$ cat config.mk
export PLATFORM = sky130hd
export DESIGN_NAME = lane_cd_config_registers
export DESIGN_NICKNAME = d
export VERILOG_FILES = /design/src/core/lane_cd_pkg.sv /design/src/core/lane_cfg_slice.sv /design/src/core/lane_cd_config_registers.sv
export VERILOG_INCLUDE_DIRS = /design/src /design/src/core
export SDC_FILE = /design/constraint.sdc
export NUM_CORES = 1
export LEC_CHECK = 0
export BUFFER_PORTS_ARGS = -buffer_cell sky130_fd_sc_hd__buf_2
export CORE_MARGIN = 5
export CORE_UTILIZATION = 45
export CTS_CLUSTER_SIZE = 28
export DETAILED_ROUTE_END_ITERATION = 12
export PLACE_DENSITY_LB_ADDON = 0.3
export SKIP_LAST_GASP = 1
export SLEW_MARGIN = 10
export SYNTH_ARGS = -nofsm -noshare
export SYNTH_HDL_FRONTEND = slang
export SYNTH_SLANG_ARGS = --single-unit
$ cat constraint.sdc
create_clock -name sys_clk -period 2.45 [get_ports sys_clk]
set_input_delay 0.735 -clock sys_clk [delete_from_list [all_inputs] [get_ports sys_clk]]
set_output_delay 0.735 -clock sys_clk [all_outputs]
set_load 0.01 [all_outputs]
$ cat src/core/lane_cd_params.svh
// constants of the lane c/d configuration block: addresses, field positions, resets
// assumes inclusion by bare name from every core file that needs a figure
`ifndef LANE_CD_PARAMS_SVH
`define LANE_CD_PARAMS_SVH

// management register numbers of the two lane registers
`define LCD_ADDR_LANE_C 5'h13
`define LCD_ADDR_LANE_D 5'h14

// width of the stored part of a lane register (bits 15:11 are not stored)
`define LCD_STORE_W 11

// field positions inside a lane register and inside global register 16
`define LCD_MP_HI 10
`define LCD_MP_LO 9
`define LCD_LOSDET 8
`define LCD_CFG_HI 7
`define LCD_CFG_LO 6
`define LCD_EMPH_HI 5
`define LCD_EMPH_LO 4
`define LCD_LPBK 3
`define LCD_PRBS 2
`define LCD_ALIGN 1
`define LCD_PWRDN 0

// positions inside global control register 0
`define LCD_G0_LPBK 14
`define LCD_G0_PWRDN 11

// status word positions, lane c at the base, lane d one above
`define LCD_STAT_LOS_BASE 2
`define LCD_STAT_PRBS_BASE 6

// reset value of the stored lane field: detection and alignment enabled
`define LCD_CFG_RST 11'h102

`endif

$ cat src/core/lane_cd_pkg.sv
// types shared by the lane c/d configuration block
// assumes nothing beyond a sv compiler; constants live in lane_cd_params.svh
package lane_cd_pkg;

    // source of the multifunction pin, in order of the select code
    typedef enum logic [1:0] {
        MP_IO_STD,
        MP_COMMA,
        MP_LOS,
        MP_PRBS
    } mp_sel_t;

    // management data word
    typedef logic [15:0] mgmt_word_t;

endpackage

$ cat src/core/lane_cfg_slice.sv
// one lane configuration register with strap-guarded bits
// assumes writes arrive as single-cycle strobes already decoded for this lane
`timescale 1ns/1ps
`include "lane_cd_params.svh"

module lane_cfg_slice (
    input wire logic sys_clk,
    input wire logic arst_n,
    input wire logic wr_stb,
    input wire logic [15:0] wr_data,
    input wire logic strap_cfg_hi,
    input wire logic strap_cfg_lo,
    input wire logic selftest_pattern_pin,
    output logic [`LCD_STORE_W-1:0] cfg_q
);

    logic [`LCD_STORE_W-1:0] cfg_r; // stored low field of the register
    logic [`LCD_STORE_W-1:0] cfg_nxt; // value after this cycle
    logic [`LCD_STORE_W-1:0] keep_mask; // bits frozen by a high strap

    // a high strap freezes its bit against management writes
    always_comb begin
        keep_mask = '0;
        keep_mask[`LCD_CFG_HI] = strap_cfg_hi;
        keep_mask[`LCD_CFG_LO] = strap_cfg_lo;
        keep_mask[`LCD_PRBS] = selftest_pattern_pin;
        cfg_nxt = cfg_r;
        if (wr_stb) begin
            // upper bits are simply not stored
            cfg_nxt = (cfg_r & keep_mask) | (wr_data[`LCD_STORE_W-1:0] & ~keep_mask);
        end
    end

    // storage with documented reset values
    always_ff @(posedge sys_clk or negedge arst_n) begin
        if (!arst_n) begin
            cfg_r <= `LCD_CFG_RST;
        end else begin
            cfg_r <= cfg_nxt;
        end
    end

    assign cfg_q = cfg_r;

endmodule

$ cat src/core/lane_cd_config_registers.sv
// configuration registers of lanes c and d with their merged lane controls
// assumes a management front end that turns frames into register strobes,
// and outer logic that owns global registers 0 and 16 and status register 22
//
// Behaviour
// - bits 15:11 read zero, writes dropped
// - lane c select 00 io standard, 01 comma
// - lane c select 10 los, 11 prbs pass
// - lane d same, status bits three and seven
// - pin select ORed with global bits 10:9
// - bit 8 los detect, reset one, ANDed
// - bit 7 ORed with strap and global
// - bit 6 ORed with strap and global
// - config bits frozen while their strap high
// - bits 5:4 emphasis ORed with global
// - bit 3 loopback ORed with control 0.14
// - bit 2 prbs ORed with global 16.2
// - prbs bit frozen while selftest pin high
// - bit 1 alignment, reset one, triple AND
// - bit 0 power down ORed with 0.11
// - lane d loopback identical to lane c
// - los status cleared after status read
// - prbs pass resets one, read restores one
// - loopback routes tx to rx, output released
//
// notes for the next engineer
// a status event in the cycle of a status read wins,
// so a loss of signal is never dropped between two reads
// strap pins are sampled in the write cycle itself; a strap
// that rises later leaves the stored bit as it was
// read data is taken on the read strobe and then holds, so a
// slow station may pick it up any time before its next read
// merged controls are gates only: no extra cycle of latency
// the serial driver is released in loopback and in power down,
// and the receiver pin is ignored while loopback is on
// lane numbering: index 0 is lane c, index 1 is lane d; the
// address table and the two pin outputs assume two lanes
`timescale 1ns/1ps
`include "lane_cd_params.svh"

module lane_cd_config_registers #(
    parameter int LANES = 2
) (
    // clock and asynchronous reset
    input wire logic sys_clk,
    input wire logic arst_n,

    // management register access
    input wire logic [4:0] mgmt_addr,
    input wire logic mgmt_wr_en,
    input wire logic [15:0] mgmt_wr_data,
    input wire logic mgmt_rd_en,
    output logic [15:0] mgmt_rd_data,
    output logic mgmt_rd_valid,

    // read of status register 22 by the management side
    input wire logic stat_rd_pulse,

    // global registers held elsewhere
    input wire logic [15:0] glob_cfg,
    input wire logic [15:0] glob_ctrl,

    // device pins shared by both lanes
    input wire logic strap_cfg_hi,
    input wire logic strap_cfg_lo,
    input wire logic selftest_pattern_pin,
    input wire logic align_enable_pin,
    input wire logic io_std_hstl,

    // per-lane datapath events, index 0 is lane c, 1 is lane d
    input wire logic [LANES-1:0] comma_det,
    input wire logic [LANES-1:0] los_event,
    input wire logic [LANES-1:0] prbs_err,

    // per-lane serial path around the loopback switch
    input wire logic [LANES-1:0] ser_tx,
    input wire logic [LANES-1:0] ser_rx_pin,
    output logic [LANES-1:0] ser_out,
    output logic [LANES-1:0] ser_out_oe,
    output logic [LANES-1:0] rx_to_core,

    // multifunction pins
    output logic lane_c_multipin,
    output logic lane_d_multipin,

    // merged lane controls
    output logic [LANES-1:0] los_det_en,
    output logic [LANES-1:0] cfg_hi_eff,
    output logic [LANES-1:0] cfg_lo_eff,
    output logic [LANES-1:0] emphasis_hi,
    output logic [LANES-1:0] emphasis_lo,
    output logic [LANES-1:0] loopback_eff,
    output logic [LANES-1:0] prbs_eff,
    output logic [LANES-1:0] align_eff,
    output logic [LANES-1:0] pwrdn_eff,

    // lane c/d share of status register 22, other bits zero
    output logic [15:0] stat_cd_bits
);

    // stored fields of every lane
    logic [`LCD_STORE_W-1:0] cfg_q [LANES];

    // per-lane write strobes
    logic [LANES-1:0] wr_stb;
    // per-lane read selects
    logic [LANES-1:0] rd_hit;

    // sticky loss-of-signal status
    logic [LANES-1:0] los_flag;
    // prbs pass status
    logic [LANES-1:0] prbs_pass;
    // multifunction pin value per lane
    logic [LANES-1:0] mp_pin;

    // read word assembled from the hit lane
    logic [15:0] rd_word;
    // register numbers of the lanes, in lane order
    logic [4:0] lane_addr [LANES];

    // register numbers, lane c first
    // only two lanes are mapped; more lanes need more entries
    always_comb begin
        lane_addr[0] = `LCD_ADDR_LANE_C;
        lane_addr[1] = `LCD_ADDR_LANE_D;
    end

    // pick the multifunction pin source from the merged select code
    function automatic logic mp_pick(
        input lane_cd_pkg::mp_sel_t sel,
        input logic hstl,
        input logic comma,
        input logic signal_lost,
        input logic pass
    );
        logic val;
        val = 1'b0;
        case (sel)
            // high for hstl, low for sstl
            lane_cd_pkg::MP_IO_STD: val = hstl;
            // high on comma, low on data
            lane_cd_pkg::MP_COMMA: val = comma;
            // sticky loss-of-signal status
            lane_cd_pkg::MP_LOS: val = signal_lost;
            // prbs pass status
            lane_cd_pkg::MP_PRBS: val = pass;
            // the code is fully decoded; this only guards unknowns
            default: val = 1'b0;
        endcase
        return val;
    endfunction

    // per-lane registers, merges, status and loopback switch
    genvar gi;
    generate
        for (gi = 0; gi < LANES; gi++) begin : g_lane
            // per-lane local state
            logic los_r; // loss of signal seen since last status read
            logic los_nxt; // its next value
            logic pass_r; // no prbs error since last status read
            logic pass_nxt; // its next value
            logic [1:0] sel_bits; // merged select code
            lane_cd_pkg::mp_sel_t sel; // merged select as a type

            // address decode for writes and reads of this lane
            assign wr_stb[gi] = mgmt_wr_en && (mgmt_addr == lane_addr[gi]);
            // a read hit needs no strobe; the word is only taken on one
            assign rd_hit[gi] = (mgmt_addr == lane_addr[gi]);

            // register storage with strap guards
            // strap pins are shared by both lanes
            lane_cfg_slice u_slice (
                .sys_clk(sys_clk),
                .arst_n(arst_n),
                .wr_stb(wr_stb[gi]),
                .wr_data(mgmt_wr_data),
                .strap_cfg_hi(strap_cfg_hi),
                .strap_cfg_lo(strap_cfg_lo),
                .selftest_pattern_pin(selftest_pattern_pin),
                .cfg_q(cfg_q[gi])
            );

            // merged controls are plain gates on the stored fields
            // so they move in the cycle after the write strobe

            // detection needs both the lane and the global enable
            assign los_det_en[gi] = cfg_q[gi][`LCD_LOSDET]
                & glob_cfg[`LCD_LOSDET];

            // configuration bits: lane bit, strap pin or global bit
            assign cfg_hi_eff[gi] = cfg_q[gi][`LCD_CFG_HI] | strap_cfg_hi
                | glob_cfg[`LCD_CFG_HI];
            assign cfg_lo_eff[gi] = cfg_q[gi][`LCD_CFG_LO] | strap_cfg_lo
                | glob_cfg[`LCD_CFG_LO];

            // emphasis pair, each ORed with its own global bit
            assign emphasis_hi[gi] = cfg_q[gi][`LCD_EMPH_HI]
                | glob_cfg[`LCD_EMPH_HI];
            assign emphasis_lo[gi] = cfg_q[gi][`LCD_EMPH_LO]
                | glob_cfg[`LCD_EMPH_LO];

            // both lanes use the same global loopback bit
            assign loopback_eff[gi] = cfg_q[gi][`LCD_LPBK]
                | glob_ctrl[`LCD_G0_LPBK];

            // self-test mode: lane bit or global bit, pin not merged
            assign prbs_eff[gi] = cfg_q[gi][`LCD_PRBS]
                | glob_cfg[`LCD_PRBS];

            // alignment needs the lane bit, the pin and the global bit
            assign align_eff[gi] = cfg_q[gi][`LCD_ALIGN] & align_enable_pin
                & glob_cfg[`LCD_ALIGN];

            // power down: lane bit or global control bit
            assign pwrdn_eff[gi] = cfg_q[gi][`LCD_PWRDN]
                | glob_ctrl[`LCD_G0_PWRDN];

            // multifunction select merged with the global code
            assign sel_bits = cfg_q[gi][`LCD_MP_HI:`LCD_MP_LO]
                | glob_cfg[`LCD_MP_HI:`LCD_MP_LO];
            // cast to the select type so the decode reads by name
            assign sel = lane_cd_pkg::mp_sel_t'(sel_bits);
            assign mp_pin[gi] = mp_pick(sel, io_std_hstl, comma_det[gi],
                los_r, pass_r);

            // loss of signal: a new event beats the read clear
            always_comb begin
                // default: hold the flag
                los_nxt = los_r;
                if (los_event[gi] && los_det_en[gi]) begin
                    // event only counts while detection is enabled
                    los_nxt = 1'b1;
                end else if (stat_rd_pulse) begin
                    // status read clears it
                    los_nxt = 1'b0;
                end
            end

            // loss-of-signal flag storage
            always_ff @(posedge sys_clk or negedge arst_n) begin
                if (!arst_n) begin
                    // no loss seen after reset
                    los_r <= 1'b0;
                end else begin
                    // follow the set and clear logic
                    los_r <= los_nxt;
                end
            end

            // prbs pass: an error beats the read restore
            always_comb begin
                // default: hold the flag
                pass_nxt = pass_r;
                if (prbs_err[gi] && prbs_eff[gi]) begin
                    // errors only count in prbs mode
                    pass_nxt = 1'b0;
                end else if (stat_rd_pulse) begin
                    // status read restores pass
                    pass_nxt = 1'b1;
                end
            end

            // prbs pass storage, passing after reset
            always_ff @(posedge sys_clk or negedge arst_n) begin
                if (!arst_n) begin
                    // passing until an error is seen
                    pass_r <= 1'b1;
                end else begin
                    // follow the error and restore logic
                    pass_r <= pass_nxt;
                end
            end

            assign los_flag[gi] = los_r;
            assign prbs_pass[gi] = pass_r;

            // loopback turns tx back into the receiver
            assign rx_to_core[gi] = loopback_eff[gi] ? ser_tx[gi]
                : ser_rx_pin[gi];

            // serial output released in loopback and lane power down
            assign ser_out_oe[gi] = !loopback_eff[gi] && !pwrdn_eff[gi];

            // output data parked low while released
            assign ser_out[gi] = ser_out_oe[gi] ? ser_tx[gi] : 1'b0;
        end
    endgenerate

    // multifunction pins by lane
    // lane c takes index 0, lane d index 1
    assign lane_c_multipin = mp_pin[0];
    assign lane_d_multipin = mp_pin[1];

    // status bits placed at their word positions
    // lane c sits at the base bit, lane d one above it
    always_comb begin
        // bits of other lanes and fields stay zero here
        stat_cd_bits = '0;
        for (int i = 0; i < LANES; i++) begin
            // sticky loss of signal
            stat_cd_bits[`LCD_STAT_LOS_BASE + i] = los_flag[i];
            // prbs pass
            stat_cd_bits[`LCD_STAT_PRBS_BASE + i] = prbs_pass[i];
        end
    end

    // read word: hit lane's field, reserved bits zero, unmapped reads zero
    // decode is a priority chain, lane c first
    always_comb begin
        rd_word = '0;
        if (rd_hit[0]) begin
            // lane c register
            rd_word[`LCD_STORE_W-1:0] = cfg_q[0];
        end else if (rd_hit[1]) begin
            // lane d register
            rd_word[`LCD_STORE_W-1:0] = cfg_q[1];
        end else begin
            // any other number answers zero
            rd_word = '0;
        end
    end

    // read data captured on the read strobe
    // the word then holds until the next read strobe
    always_ff @(posedge sys_clk or negedge arst_n) begin
        if (!arst_n) begin
            // nothing read yet
            mgmt_rd_data <= 16'h0000;
        end else if (mgmt_rd_en) begin
            // sample the addressed word
            mgmt_rd_data <= rd_word;
        end
    end

    // read valid one cycle after the strobe
    always_ff @(posedge sys_clk or negedge arst_n) begin
        if (!arst_n) begin
            // no answer pending
            mgmt_rd_valid <= 1'b0;
        end else begin
            // follows the strobe by exactly one cycle
            mgmt_rd_valid <= mgmt_rd_en;
        end
    end

endmodule

==> impl_metrics.tcl <==
set metrics [dict create \
    drive_above_1_share_pct 56.6 \
    max_cap_violations 0 \
    end_kind "primary output" \
    power.switching_uw 403 \
    clockBufferDepth 2 \
    hpwl_um 3390 \
    p_comb_share_pct 19.8 \
    setup_violations 0 \
    synth_area_per_cell_um2 12.1 \
    stdcell_count 303 \
    synth_top_family_by_area "simple AND/OR/NAND/NOR gates" \
    grt_start_max_net_pins 39 \
    seq_area_frac_synth_pct 49.1 \
    synth.area.top_cells "dfrtp_1, mux2_2, dfstp_2" \
    path_buf_inv 2 \
    clkTransAtPathRegs_ps 70 \
    pwr-share-clk_pct 28.6 \
    rsz0062_at_grt "false" \
    ff2ff_setup_slack_ps 1520 \
    fp.dieH_um 75.9 \
    die_area_um2 5760 \
    drt_iter0_markers 37 \
    worst_slew_pin_slew_ps 883 \
    dieWidth_um 75.9 \
    drt-total-wl_um 4360 \
    leakagePower_nw 1.30 \
    cts_root_buf "clkbuf_8" \
    p_sw_share_pct 26.8 \
    cts_resized 0 \
    slew_headroom_pct 40.9 \
    fin_util_pct 56.9 \
    crit_chain "buf_2 > nor2_1 > mux4_2 > buf_2" \
    synthToLayoutAreaGrowth_pct 25.2 \
    synthAdderAreaFrac_pct 0 \
    cts_made_buffers 5 \
    fmax_mhz 424 \
    min_path_type "flop to flop" \
    crit_path_frequent_cell "buf_2" \
    nets 323 \
    grt_use_total_pct 15.9 \
    vias_per_cell 4.92 \
    peakVddDrop_mv 0.285 \
    drc 0 \
    final.min_clock_period_ps 2360 \
    path_class "primary input to primary output" \
    ant_nets 0 \
    firstDrtPassIters 4 \
    grt-ovfl-total 0 \
    skew_ps 3.17 \
    seqPwrFrac_pct 51.5 \
    dp.cells 295 \
    synth-simple-area-share_pct 17.4 \
    crit_fanout 2 \
    wl_met1_um 1790 \
    finalCritPeriodShare_pct 96.2 \
    numPortBuffers 88 \
    worst_path_largest_cell_delay_ps 500 \
    vias 1492 \
    cp-start-kind "primary input" \
    finalHoldViolCount 0 \
    clk_latency_ps 280 \
    start_util_pct 45.5 \
    wl_met2_um 1980 \
    power_mw 1.50 \
    core-area_um2 4290 \
    synth_compound_area_share_pct 7.05 \
    wl_met3_um 528 \
    power_density_nw_per_um2 615 \
    post_synth_mux_area_share_pct 16.1 \
    cts_sinks 38 \
    synth_xor_area_share_pct 0 \
    wl_per_cell_um 14.4 \
    h-tree-depth 2 \
    gp_congestion 0.745 \
    report.final.slew_viol_count 0 \
    status "completed" \
    synth_top_cell_area_share_pct 41.0 \
    yosysTopAreaCell "dfrtp_1" \
    antenna_found_initial 0 \
    post_cts.repair.setup_buffers 0 \
    synth_cell_types 28 \
    synth_area_um2 1950 \
    critPathRequiredTime_ps 1710 \
    ctsHoldBuffers 0 \
    slowest_stage "mux4_2" \
    grt_pass1_vias 1468 \
    fp-row-count 24 \
    dr.max_layer_used "met4" \
    syn_inst 161 \
    internal_power_mw 1.10 \
    grt_pass1_wl_um 6790 \
    ios 132 \
    antenna_cells 0 \
    fin_setup_tns_ps 0 \
    yosysWarnings 0 \
    synth-seq-cells 38 \
    arrival_ps 1620 \
    cts_tree "done" \
    cp_top_family "multiplexers" \
]
[logic make-up (layout without fill, tap and decap cells)]
| kind of cell | after synthesis | count (layout) |
|---|---|---|
| muxes | 26 | 26 |
| DFF | 38 | 38 |
| buffers and inverters | 28 | 102 |
| other | 1 | 17 |
| AOI/OAI and AO/OA | 15 | 15 |
| and+or+nand+nor | 53 | 53 |
[worst paths after layout]
path,startpoint,to,cells past startpoint
worst max-delay path,glob_cfg[9],lane_d_multipin,4
worst min-delay path,g_lane[1].pass_r,g_lane[1].pass_r,2
worst max register to register,flop,g_lane[1].pass_r,2
worst min register to register,g_lane[1].pass_r,g_lane[1].pass_r,2
max in group asynchronous,arst_n,mgmt_rd_data[4],1
min in group asynchronous,arst_n,mgmt_rd_data[7],1
[power groups by stage]
stage | Clock, mW | Sequential [mW] | Combinational [mW]
detailed placement | 0 | 0.787 | 0.302
global placement | 0 | 0.783 | 0.296
global route | 0.473 | 0.785 | 0.335
finish | 0.430 | 0.775 | 0.298
floorplan | 0 | 0.768 | 0.209
CTS | 0.447 | 0.775 | 0.304
[cells in the final DEF (no fill, tap or decap), types with 4 or more instances in the layout]
master,instances
buf_2,88
dfrtp_1,32
mux2_2,21
conb_1,17
nor2b_1,11
a221o_1,11
nor2_1,9
or2_2,8
clkbuf_8,6
dfstp_2,6
nor3_1,5
and2_1,4
or3_1,4
[cell usage after synthesis (all sizes together)]
master,number
dfrtp,32
mux2,24
buf,23
nor2,12
a221o,11
nor2b,11
nor3,8
or2,8
dfstp,6
and2,4
or3,4
inv,3
a21oi,2
a22o,2
and3,2
clkbuf,2
mux4,2
nand2,2
conb,1
nand4bb,1
or4b,1
[worst register-to-register path: cells and delay by family (launching register included)]
kind	cells	cell delay, ps
compound gates	1	160
flops	1	400
simple gates	1	310
[metal layers]
| layer | global-route usage, % | vias to the layer above |
|---|---|---|
| met5 | 0 | - |
| met4 | 5.24 | 0 |
| met3 | 5.94 | 7 |
| met2 | 25.7 | 73 |
| met1 | 19.8 | 695 |
| li1 | - | 717 |
[layout make-up]
cell class | count | area, um^2
fill | 389 | 1850
multi-input combinational | 111 | 856
tap | 52 | 65.1
sequential | 38 | 958
timing repair buffer | 91 | 463
clock inverter | 1 | 5.00
clock buffer | 7 | 86.3
inverter | 3 | 11.3
[per-stage QoR]
stage / area [um^2] / hold WS [ps] / setup WS, ps
2_1_floorplan: 2010 / 439 / 136
3_3_place_gp: 2350 / 504 / 87.3
3_5_place_dp: 2350 / 509 / 87.1
4_1_cts: 2440 / 518 / 86.7
5_1_grt: 2440 / 535 / 11.0
6_report: 2440 / 511 / 92.7
No activity file was read; power rests on OpenSTA's default activity.
